`config.mk`:
```
export PLATFORM = sky130hd
export DESIGN_NAME = ddrtr_core
export DESIGN_NICKNAME = d
export VERILOG_FILES = /design/src/shared/ddrtr_pkg.sv /design/src/verilog/ddrtr_core.sv
export SDC_FILE = /design/constraint.sdc
export NUM_CORES = 1
export LEC_CHECK = 0
export BUFFER_PORTS_ARGS = -buffer_cell sky130_fd_sc_hd__buf_4
export CORE_MARGIN = 5
export CORE_UTILIZATION = 39
export DETAILED_ROUTE_END_ITERATION = 16
export HOLD_SLACK_MARGIN = 0.06
export MAX_ROUTING_LAYER = met4
export PLACE_DENSITY = 0.56
export SETUP_SLACK_MARGIN = 0.2
export SYNTH_ARGS = -nofsm -noshare
export SYNTH_HDL_FRONTEND = slang
export SYNTH_SLANG_ARGS = --single-unit
```
`constraint.sdc`:
```
create_clock -name sys_clk_in -period 1.9 [get_ports sys_clk_in]
set_input_delay 0.19 -clock sys_clk_in [delete_from_list [all_inputs] [get_ports sys_clk_in]]
set_output_delay 0.19 -clock sys_clk_in [all_outputs]
set_load 0.02 [all_outputs]
```
`src/shared/ddrtr_pkg.sv`:
```
// Package of constants and types for the DDR2 device-side timing keeper
package ddrtr_pkg;
  // Clock and timing figures
  localparam int    SYS_CLK_PERIOD_PS       = 4000;
  localparam int    ACTIVE_TO_PRECHARGE_MIN_PS = 40000;
  localparam int    SINGLE_BANK_PRECHARGE_PERIOD_PS = 15000;
  localparam int    RAS_CYC = (ACTIVE_TO_PRECHARGE_MIN_PS + SYS_CLK_PERIOD_PS - 1)
                              / SYS_CLK_PERIOD_PS;
  localparam int    RP_CYC  = (SINGLE_BANK_PRECHARGE_PERIOD_PS + SYS_CLK_PERIOD_PS - 1)
                              / SYS_CLK_PERIOD_PS;
  // Mode register write-recovery field, bits 11:9
  localparam int    WR_FIELD_LSB            = 9;
  localparam int    WR_FIELD_W              = 3;
  // Termination turn-off: 2.5 clocks -> 2 full cycles plus half
  localparam int    TERM_OFF_HALF_CLOCKS    = 5;
  localparam int    TERM_OFF_CYC            = TERM_OFF_HALF_CLOCKS / 2;
  // Data lanes, bank count and counter width
  localparam int    LANE_BITS               = 8;
  localparam int    LANES                   = 10;
  localparam int    NUM_BANKS               = 8;
  localparam int    CNT_W                   = 8;
  // Command codes
  typedef enum logic [2:0] {
    DDRTR_CMD_NOP  = 3'h0,
    DDRTR_CMD_ACT  = 3'h1,
    DDRTR_CMD_RDAP = 3'h2,
    DDRTR_CMD_WRAP = 3'h3,
    DDRTR_CMD_MRS  = 3'h4
  } ddrtr_cmd_e;
  // Command carrier
  typedef struct packed {
    logic             valid;
    ddrtr_cmd_e       cmd;
    logic [2:0]       bank;
    logic [12:0]      addr;
  } ddrtr_cmd_s;
endpackage

```
`src/verilog/ddrtr_core.sv`:
```
// Device-side auto-precharge timing, write-recovery field and termination-off delay
`timescale 1ns/1ps
module ddrtr_core (
  input  wire logic                 sys_clk_in,     // Command clock
  input  wire logic                 reset_n_in,     // Sync reset, active low
  input  wire ddrtr_pkg::ddrtr_cmd_s cmd_in,        // Decoded command
  input  wire logic                 term_ctrl_in,   // Termination control
  input  wire logic [79:0]          wdata_in,       // Write data
  input  wire logic [9:0]           strobe_in,      // Per-lane strobes
  output logic [7:0]                precharge_out,  // Internal precharge per bank
  output logic [3:0]                wr_clocks_out,  // Programmed write recovery
  output logic                      term_on_out,    // Termination enabled
  output logic [79:0]               lane_data_out   // Strobe-captured data
);
  import ddrtr_pkg::*;

  // ****************************************
  // State
  // ****************************************
  // ras_cnt:  per-bank lockout left after an activate
  // ap_cnt:   per-bank write recovery left after a write with auto-precharge
  // ap_pend:  auto-precharge accepted, internal precharge not yet fired
  // pre:      one-cycle internal precharge strobe per bank
  // wr_field: write-recovery code from the last mode register load
  // off_cnt:  termination clocks left after control falls
  // Lockout and recovery counters run in parallel, so an early
  // auto-precharge simply waits for whichever of the two ends later.
  typedef struct packed {
    logic [NUM_BANKS-1:0][CNT_W-1:0] ras_cnt;
    logic [NUM_BANKS-1:0][CNT_W-1:0] ap_cnt;
    logic [NUM_BANKS-1:0]            ap_pend;
    logic [NUM_BANKS-1:0]            pre;
    logic [WR_FIELD_W-1:0]           wr_field;
    logic [1:0]                      off_cnt;
    logic                            term_on;
    logic [79:0]                     lane;
  } ddrtr_state_s;

  ddrtr_state_s st_reg;
  ddrtr_state_s st_next;
  logic [3:0]   wr_clocks;

  // Elaboration check: bank decode and lane loop assume this geometry
  generate
    if (NUM_BANKS != 8 || LANES * LANE_BITS != 80) begin : g_bad_geometry
      $error("ddrtr_core: unsupported geometry");
    end
  endgenerate

  // Picosecond limits become clock counts through the average
  // period held in the package; the counts round up, never down.
  // No refresh-interval watchdog: refresh bursts pass untouched
  // and a long gap between refreshes raises nothing here.

  // write recovery decode: code k gives k+1 clocks
  // Code zero still gives one clock, so the recovery load never underflows
  assign wr_clocks = 4'(st_reg.wr_field) + 4'h1;

  // ****************************************
  // Next state
  // ****************************************
  always_comb begin
    st_next = st_reg;
    st_next.pre = '0;
    if (cmd_in.valid && cmd_in.cmd == DDRTR_CMD_MRS) begin
      st_next.wr_field = cmd_in.addr[WR_FIELD_LSB +: WR_FIELD_W];
    end
    for (int b = 0; b < NUM_BANKS; b++) begin
      if (st_reg.ras_cnt[b] != '0) begin
        st_next.ras_cnt[b] = st_reg.ras_cnt[b] - CNT_W'(1);
      end
      if (st_reg.ap_cnt[b] != '0) begin
        st_next.ap_cnt[b] = st_reg.ap_cnt[b] - CNT_W'(1);
      end
      // hold precharge until ras lockout and write recovery have both expired
      if (st_reg.ap_pend[b] && st_reg.ras_cnt[b] == '0 && st_reg.ap_cnt[b] == '0) begin
        st_next.pre[b]     = 1'b1;
        st_next.ap_pend[b] = 1'b0;
      end
      if (cmd_in.valid && cmd_in.bank == 3'(b)) begin
        if (cmd_in.cmd == DDRTR_CMD_ACT) begin
          st_next.ras_cnt[b] = CNT_W'(RAS_CYC - 1);
        end else if (cmd_in.cmd == DDRTR_CMD_RDAP) begin
          st_next.ap_pend[b] = 1'b1;
        end else if (cmd_in.cmd == DDRTR_CMD_WRAP) begin
          // write recovery delays the internal precharge
          st_next.ap_pend[b] = 1'b1;
          st_next.ap_cnt[b]  = CNT_W'(wr_clocks) - CNT_W'(1);
        end
      end
    end
    // termination off 2.5 clocks after deassert
    if (term_ctrl_in) begin
      st_next.term_on = 1'b1;
      st_next.off_cnt = 2'(TERM_OFF_CYC);
    end else if (st_reg.term_on) begin
      if (st_reg.off_cnt == 2'h0) begin
        st_next.term_on = 1'b0;
      end else begin
        st_next.off_cnt = st_reg.off_cnt - 2'h1;
      end
    end
    // each strobe captures its own byte lane
    for (int l = 0; l < LANES; l++) begin
      if (strobe_in[l]) begin
        st_next.lane[l*LANE_BITS +: LANE_BITS] = wdata_in[l*LANE_BITS +: LANE_BITS];
      end
    end
  end

  // ****************************************
  // Registers
  // ****************************************
  always_ff @(posedge sys_clk_in) begin
    if (!reset_n_in) begin
      st_reg <= '0;
    end else begin
      st_reg <= st_next;
    end
  end

  assign precharge_out = st_reg.pre;
  assign wr_clocks_out = wr_clocks;
  assign term_on_out   = st_reg.term_on;
  assign lane_data_out = st_reg.lane;

  // ****************************************
  // Assertions
  // ****************************************
  generate
    for (genvar g = 0; g < NUM_BANKS; g++) begin : g_chk

    end
  endgenerate

  // ****************************************
  // Further checks
  // ****************************************
  generate
    for (genvar g = 0; g < NUM_BANKS; g++) begin : g_pulse

    end
  endgenerate
endmodule // ddrtr_core

```
==> results.md, run 1 <==
- Register area share after synthesis: 0.4264
- Post-synth top flop: dfxtp_1
- Area leader, netlist: dfxtp_1
- Hold path cells: 4
- Congestion Overflow GR: 0
- Skew-Pair Late Insertion Delay: 540 ps
- Synthesis Warnings: 0
- # diodes: 0
- Die X-Extent: 176.4 um
- Num CTS Buffers: 28
- Top post-synthesis cells by area: dfxtp_1, mux2i_1, nor2_1, buf_4, xor2_1
- Critical path class: reg2reg
- Pin count of the biggest net entering global routing: 51
- Clock power share: 0.274
- Max Slew Vio Count: 0
- Longest Clk Path Bufs: 3
- Vias/cell: 4.839
- Status: finished clean
- Reg clk slew, reported paths: 60 ps
- Ports: 206
- PwrDens: 1450 nW/um^2
- Drt pass-1 iters: 6
- Reg2reg end: st_reg[121]
- Worst Hold Class: in2reg
- Netlist Area Pre-Place: 10,800 um^2
- Drc violations: 0
- H-tree depth: 1
- Ys async rst share: 0
- CP max FO: 6
- Tot GR Track Use: 0.1842
- Vias: 9,180
- Fmax: 589.6 MHz
- Reg2reg path depth: 6
- Switching pwr: 7.420 mW
- Antenna violations before repair: 0
- Crit path time final: 1696 ps
- Row count: 61
- Switching Fraction: 0.3395
- Final GP Congestion: 0.8054
- DP HPWL: 18.10 mm
- First-pass GRT wire length: 46.98 mm
- Number of global-route vias before repair: 9,517
- CP endpoint kind: register
- Area Overhead vs Synth: 39.62%
- Max cap viols: 0
- Die Height: 176.4 um
- Post-Synthesis Cells: 1,210
- Hold violation count in the final report: 0
- IO Port Bufs: 195
- Synth unique cells: 55
- RSZ-0062 raised after global routing: true
- Wire per inst: 15.09 um
- Post-route setup TNS: 0 ps
- Syn Area/Cell: 8.924 um^2
- Static Leak: 6.485 nW
- Worst hold start: cmd_in[16]
- Pint: 14.44 mW
- Flop pwr share: 0.332
- Worst reg-to-reg setup slack: 200 ps
- Area share of the largest cell type after synthesis: 0.4264
- Data arrival, critical path: 2160 ps
- Count leader, synth: dfxtp_1
- Layout Nets: 1,644
- Combinational share of power: 0.394
- Layout cells sized above 1: 0.2159
- WL final: 28.63 mm
- Slew @ Worst Pin: 582.2 ps
- Total power: 21.86 mW
- Iteration-0 DRC Markers: 328
- Total clock sinks: 230
- Worst r2r src: st_reg[84]
- Worst vdd ir: 0.0006500 V
- WP data required: 2360 ps
- Detail Route Antenna Nets: 0
- Initial core utilization: 0.3919
- Min-Delay Endpoint: st_reg[85]
- Die Area: 31,120 um^2
- Setup violations, final: 0
- Max reg flops: 141
- CTS tree: yes
- Syn_nets: 1,356
- Relative slew margins: 0.6107
- Root buf cell: clkbuf_16
- List of most frequent post-synthesis cells: dfxtp_1, nor2_1, buf_4, mux2i_1, nand2_1
- Seq cells post-synth: 230
- Post-synth EDFFs: 0
- Fin crit share: 0.8926
- Crit path launch type: register
- Core area: 27,550 um^2
- Clk_skew: 11.74 ps
what timing repair did:
item	CTS	global route
buffers inserted	1	3
setup endpoints to repair	48	62
hold endpoints to repair	95	0
pin swaps	5	10
hold buffers	168	0
resized for setup	21	34
critical path, cell delays in order, from the launching register on:
cell      delay (ps)
dfxtp_2          330
ha_4             250
or4bb_1          470
o211ai_1         120
nand4_1          130
buf_6            170
o22ai_2          130
power by group through the flow:
stage	clock (mW)	combinational, mW	sequential [mW]
after floorplan	0	6.42	7.07
after global placement	0	7.66	7.29
after detailed placement	0	7.78	7.30
after CTS	6.14	8.30	7.23
after global routing	6.33	9.74	7.44
final	5.98	8.61	7.27
cells in the final DEF (no fill, tap or decap), types with 5 or more instances in the layout:
cell,instances
a211oi_1,5
a21oi_1,37
a32oi_1,12
buf_4,222
bufinv_16,8
clkbuf_1,7
clkbuf_16,28
dfxtp_1,225
dlygate4sd3_1,168
ha_1,31
inv_1,34
mux2i_1,83
nand2_1,71
nand2b_1,11
nand3_1,35
nand3_2,9
nor2_1,197
nor2b_1,6
nor3_1,30
nor3b_1,15
nor4_1,12
nor4_2,6
nor4b_1,5
o211ai_1,7
o21ai_0,38
o22ai_1,11
or3_1,7
or3b_4,6
or4_4,5
xnor2_1,47
xor2_1,54
area by class of cell:
cell class / count / area [um^2]
clock buffer: 37 / 754.5
clock inverter: 14 / 285.3
fill: 2419 / 12480
inverter: 38 / 147.6
multi-input combinational: 806 / 5383
sequential: 230 / 4613
tap: 378 / 473.0
timing repair buffer: 394 / 3420
layer usage:
layer	wire [um]	GRT usage	vias up
li1	-	-	4604
met4	676	0.04159	0
met5	0	-	-
met3	1765	0.04325	44
met2	13590	0.3119	218
met1	12590	0.2247	4314
how the worst max path moves through the flow:
| stage | from | endpoint | slack [ps] |
|---|---|---|---|
| 3_3_place_gp | st_reg[150] | st_reg[151] | 140 |
| 6_report | st_reg[84] | st_reg[121] | 200 |
| 3_5_place_dp | st_reg[150] | st_reg[151] | 90 |
| 4_1_cts | st_reg[84] | st_reg[129] | 200 |
| 2_1_floorplan | st_reg[83] | st_reg[106] | 170 |
| 5_1_grt | st_reg[84] | st_reg[105] | 100 |
stage by stage:
stage / instances / utilization / area, um^2 / hold slack [ps] / setup WS [ps]
floorplan: 1210 / - / 10810 / 269.3 / 165.4
global placement: 1674 / 0.4407 / 12140 / 366.3 / 138.5
detailed placement: 1674 / 0.4407 / 12140 / 369.5 / 91.54
CTS: 1894 / 0.5412 / 14910 / 64.22 / 196.0
global route: 1897 / 0.5472 / 15080 / 113.7 / 98.83
finish: 1897 / 0.5472 / 15080 / 95.11 / 204.1
logic make-up after synthesis:
logic type / Yosys count / share of synthesized area
buffers and inverters: 174 / 0.09177
muxes: 84 / 0.07798
DFF: 230 / 0.4264
and+or+nand+nor: 456 / 0.2094
adders and majority gates: 33 / 0.03824
AOI/OAI and AO/OA: 132 / 0.07428
xor gates and xnor gates: 101 / 0.08192
No activity file was read; power rests on OpenSTA's default activity.
==> run 2: changes to the inputs <==
clock period = 2.1 ns   (was 1.9 ns; I/O delays follow)
==> results.md, run 2 (synthesis gave the netlist of run 1 again) <==
- RSZ-0062 raised after global routing: true
- Reg2reg end: st_reg[142]
- First-pass GRT wire length: 46.51 mm
- Wire per inst: 15.30 um
- Worst r2r src: st_reg[142]
- Worst hold start: cmd_in[19]
- Num CTS Buffers: 27
- Status: finished clean
- WL final: 28.72 mm
- Worst Hold Class: in2reg
- Post-place instance area: 12,030 um^2
- Static Leak: 6.285 nW
- Total power: 18.39 mW
- CTS tree: yes
- Initial core utilization: 0.3919
- Clk_skew: 21.24 ps
- Worst vdd ir: 0.0006484 V
- Fmax: 554.4 MHz
- Reg clk slew, reported paths: 60 ps
- Final Cell Area: 14,600 um^2
- Max reg flops: 141
- Tot GR Track Use: 0.1843
- Die Height: 176.4 um
- IO Port Bufs: 195
- Drc violations: 0
- Drt pass-1 iters: 5
- Pin count of the biggest net entering global routing: 49
- CP max FO: 6
- Congestion Overflow GR: 0
- Detail Route Antenna Nets: 0
- Post-route setup TNS: 0 ps
- # diodes: 0
- Setup violations, final: 0
- Util after Layout: 0.5299
- PwrDens: 1260 nW/um^2
- Final GP Congestion: 0.8183
- Layout Nets: 1,628
- Max cap viols: 0
- Relative slew margins: 0.5898
- Slew @ Worst Pin: 615.2 ps
- Hold path cells: 3
- Hold violation count in the final report: 0
- Fin crit share: 0.8590
- Leading cell types in the layout, fill and taps excluded: dfxtp_1, buf_4, nor2_1
- Die Area: 31,120 um^2
- Crit path time final: 1804 ps
- Critical path class: reg2reg
- Data arrival, critical path: 2220 ps
- Min-Delay Endpoint: st_reg[101]
- Max Slew Vio Count: 0
- WP data required: 2510 ps
- Worst reg-to-reg setup slack: 300 ps
- Total clock sinks: 230
- Antenna violations before repair: 0
- Vias/cell: 4.860
- Root buf cell: clkbuf_16
- Number of global-route vias before repair: 9,349
- Commonest non-fill, non-tap cell in the layout: dfxtp_1
- Vias: 9,122
- Crit path launch type: register
- Reg2reg path depth: 6
- Layout cells sized above 1: 0.1828
- Skew-Pair Late Insertion Delay: 540 ps
- WHS: 85.86 ps
- Iteration-0 DRC Markers: 380
- Longest Clk Path Bufs: 3
- Ports: 206
- CP endpoint kind: register
- Core area: 27,550 um^2
- Area Overhead vs Synth: 35.21%
- Row count: 61
- Die X-Extent: 176.4 um
- H-tree depth: 1
- DP HPWL: 17.59 mm
## run 2: changes by cell type in the layout (fill, tap and decap cells not counted), moves of 4 or more
cell,delta
or3b_2,+6
dfxtp_1,+5
nand3_2,-9
or3b_4,-6
buf_4,-13
dfxtp_2,-4
nand3_1,+9
bufinv_16,-6
## run 2: through the flow
stage	setup slack (ps)	cells
finish	296.1	1877
global placement	270.7	1663
CTS	207.6	1877
floorplan	307.8	1210
global route	188.1	1877
detailed placement	240.1	1663
## run 2: worst max-delay path, cell delays in order (launching register included)
cell     delay [ps]
dfxtp_1         360
inv_1           100
ha_1            150
or3b_2          490
or3_1           320
a32oi_1         200
nor2_1           50
## run 2: repair_timing
action | 4_1_cts | 5_1_grt
hold buffers | 167 | 0
hold endpoints to repair | 93 | 0
endpoints found under the setup margin | 1 | 33
buffers inserted | 1 | 0
pin swaps | 1 | 2
gates resized for setup | 0 | 8
## run 2: per-layer routing
metal | routed length (um) | up-vias | GRT usage
met5 | 0 | - | -
met3 | 1888 | 71 | 0.04518
met4 | 959 | 0 | 0.05738
met1 | 12410 | 4238 | 0.2192
li1 | - | 4562 | -
met2 | 13460 | 251 | 0.3097
## run 2: how the worst max path moves through the flow
| stage | startpoint | endpoint | slack (ps) |
|---|---|---|---|
| after floorplan | st_reg[84] | st_reg[105] | 310 |
| after global placement | st_reg[83] | st_reg[105] | 270 |
| after detailed placement | st_reg[83] | st_reg[105] | 240 |
| after CTS | st_reg[83] | st_reg[121] | 210 |
| after global routing | st_reg[83] | st_reg[121] | 190 |
| final | st_reg[142] | st_reg[142] | 300 |
## run 2: where the power goes
| group | internal (mW) | total [mW] | switching (mW) |
|---|---|---|---|
| clock network | 2.75 | 4.58 | 1.83 |
| registers | 5.54 | 6.58 | 1.04 |
| logic | 3.63 | 7.23 | 3.60 |
## run 2: area by class of cell
type	count	area [um^2]
multi-input combinational	806	5224
clock buffer	38	757.0
tap	378	473.0
clock inverter	8	105.1
fill	2385	12950
inverter	38	145.1
timing repair buffer	379	3292
sequential	230	4604
==> run 3: changes to the inputs <==
PLACE_DENSITY = default   (was 0.56)
==> results.md, run 3 (synthesis gave the netlist of run 1 again) <==
- Fmax: 544.2 MHz
- Max cap viols: 0
- Clk_skew: 9.681 ps
- Max Slew Vio Count: 0
- Switching Fraction: 0.3491
- Combinational share of power: 0.392
- Area Overhead vs Synth: 34.25%
- # diodes: 0
- Max reg flops: 141
- Row count: 61
- WL final: 28.39 mm
- Flop pwr share: 0.357
- Status: finished clean
- Setup violations, final: 0
- CP endpoint kind: register
- Fin crit share: 0.8750
- Number of global-route vias before repair: 9,434
- Slowest cell on crit path: or4bb_1
- Cell family with most CP delay: simple AND/OR/NAND/NOR gates
- Leading cell types in the layout, fill and taps excluded: dfxtp_1, buf_4, nor2_1
- Total power: 18.41 mW
- Ports: 206
- WP buf/inv: 1
- Reg clk slew, reported paths: 60 ps
- Drc violations: 0
- Longest Clk Path Bufs: 3
- Die X-Extent: 176.4 um
- Congestion Overflow GR: 0
- Total clock sinks: 230
- DP HPWL: 17.79 mm
- Crit path launch type: register
- Final GP Congestion: 0.8230
- Drt pass-1 iters: 4
- Place WS: 220.9 ps
- CP cell instances: ha_4, or4bb_1, o211ai_1, nand4_1, buf_4, o22ai_1
- Clock power share: 0.251
- Slowest Stage Delay on Critical Path: 470 ps
- Worst Hold Class: in2reg
- Worst vdd ir: 0.0006649 V
- PwrDens: 1270 nW/um^2
- Worst Slack Setup Final: 262.4 ps
- Die Height: 176.4 um
- Layout cells sized above 1: 0.1912
- Detail Route Antenna Nets: 0
- Antenna violations before repair: 0
- Switching pwr: 6.428 mW
- Tot GR Track Use: 0.1847
- CTS tree: yes
- Data arrival, critical path: 2280 ps
- Wire per inst: 15.24 um
- Crit path time final: 1838 ps
- Register area: 4607 um^2
- Post-route setup TNS: 0 ps
- Area occupied by multi-input gates: 5229 um^2
- Layout Nets: 1,616
- Critical path class: reg2reg
- Skew-Pair Late Insertion Delay: 520 ps
- Num CTS Buffers: 27
- CP max FO: 6
- Static Leak: 6.260 nW
- Vias: 9,056
- WP data required: 2540 ps
- Die Area: 31,120 um^2
- Relative slew margins: 0.6277
- First-pass GRT wire length: 46.80 mm
- Pint: 11.98 mW
- Initial core utilization: 0.3919
- Root buf cell: clkbuf_16
- Hold violation count in the final report: 0
- Vias/cell: 4.861
- Fillers: 2,410
- Pin count of the biggest net entering global routing: 48
- Slew @ Worst Pin: 554.2 ps
- Commonest non-fill, non-tap cell in the layout: dfxtp_1
- RSZ-0062 raised after global routing: true
- IO Port Bufs: 195
- H-tree depth: 1
- Iteration-0 DRC Markers: 300
- Core area: 27,550 um^2
run 3: changes by cell type in the layout (fill, tap and decap cells not counted), moves of 2 or more:
cell and delta:
buf_4 +5, dfxtp_2 +2, clkinv_2 -2, clkbuf_1 -5, dfxtp_1 -2, clkbuf_8 +4, dlygate4sd3_1 -16
run 3: final cells by class:
cell class,count,share of cell area
Timing Repair Buffer,367,0.2178
Sequential cell,230,0.3178
Clock inverter,7,0.006301
Tap cell,378,0.03263
Multi-Input combinational cell,806,0.3607
Clock buffer,37,0.05472
Inverter,38,0.01001
run 3: timing repair:
| item | CTS | global route |
|---|---|---|
| hold buffers | 151 | 0 |
| buffers inserted | 0 | 1 |
| endpoints found under the hold margin | 89 | 0 |
| setup endpoints to repair | 0 | 22 |
| gates resized for setup | 0 | 11 |
run 3: path summary, 6_finish.rpt:
| check | startpoint | end | slack [ps] | cells after the start |
|---|---|---|---|---|
| max | st_reg[84] | st_reg[161] | 260 | 6 |
| min reg2reg | st_reg[100] | precharge_out[6] | 460 | 2 |
| max reg2reg | st_reg[84] | st_reg[161] | 260 | 6 |
| min | strobe_in[8] | lane_data_out[66] | 80 | 3 |
run 3: layer usage:
| metal | vias up | track usage | part of all wire |
|---|---|---|---|
| met5 | - | - | 0 |
| met4 | 0 | 0.04352 | 0.023 |
| met3 | 44 | 0.03662 | 0.054 |
| met2 | 215 | 0.3150 | 0.48 |
| met1 | 4244 | 0.2269 | 0.44 |
| li1 | 4553 | - | - |
run 3: power by group through the flow:
stage	clock network (mW)	logic (mW)	registers, mW
2_1_floorplan	0	5.81	6.40
3_3_place_gp	0	6.78	6.61
3_5_place_dp	0	6.89	6.62
4_1_cts	4.78	7.22	6.56
5_1_grt	4.95	8.26	6.74
6_report	4.63	7.21	6.57
run 3: stage by stage:
step	instance area, um^2	instances	hold WS [ps]	util
final	14500	1863	79.44	0.5261
after global routing	14500	1863	74.08	0.5261
after CTS	14460	1862	60.68	0.5248
after detailed placement	12060	1667	389.6	0.4379
after global placement	12060	1667	385.0	0.4379
after floorplan	10800	1210	289.3	-
run 3: worst reg2reg max path, cell delays in order (launching register included):
cell and delay, ps:
dfxtp_1 420, ha_4 250, or4bb_1 470, o211ai_1 170
nand4_1 130, buf_4 190, o22ai_1 140
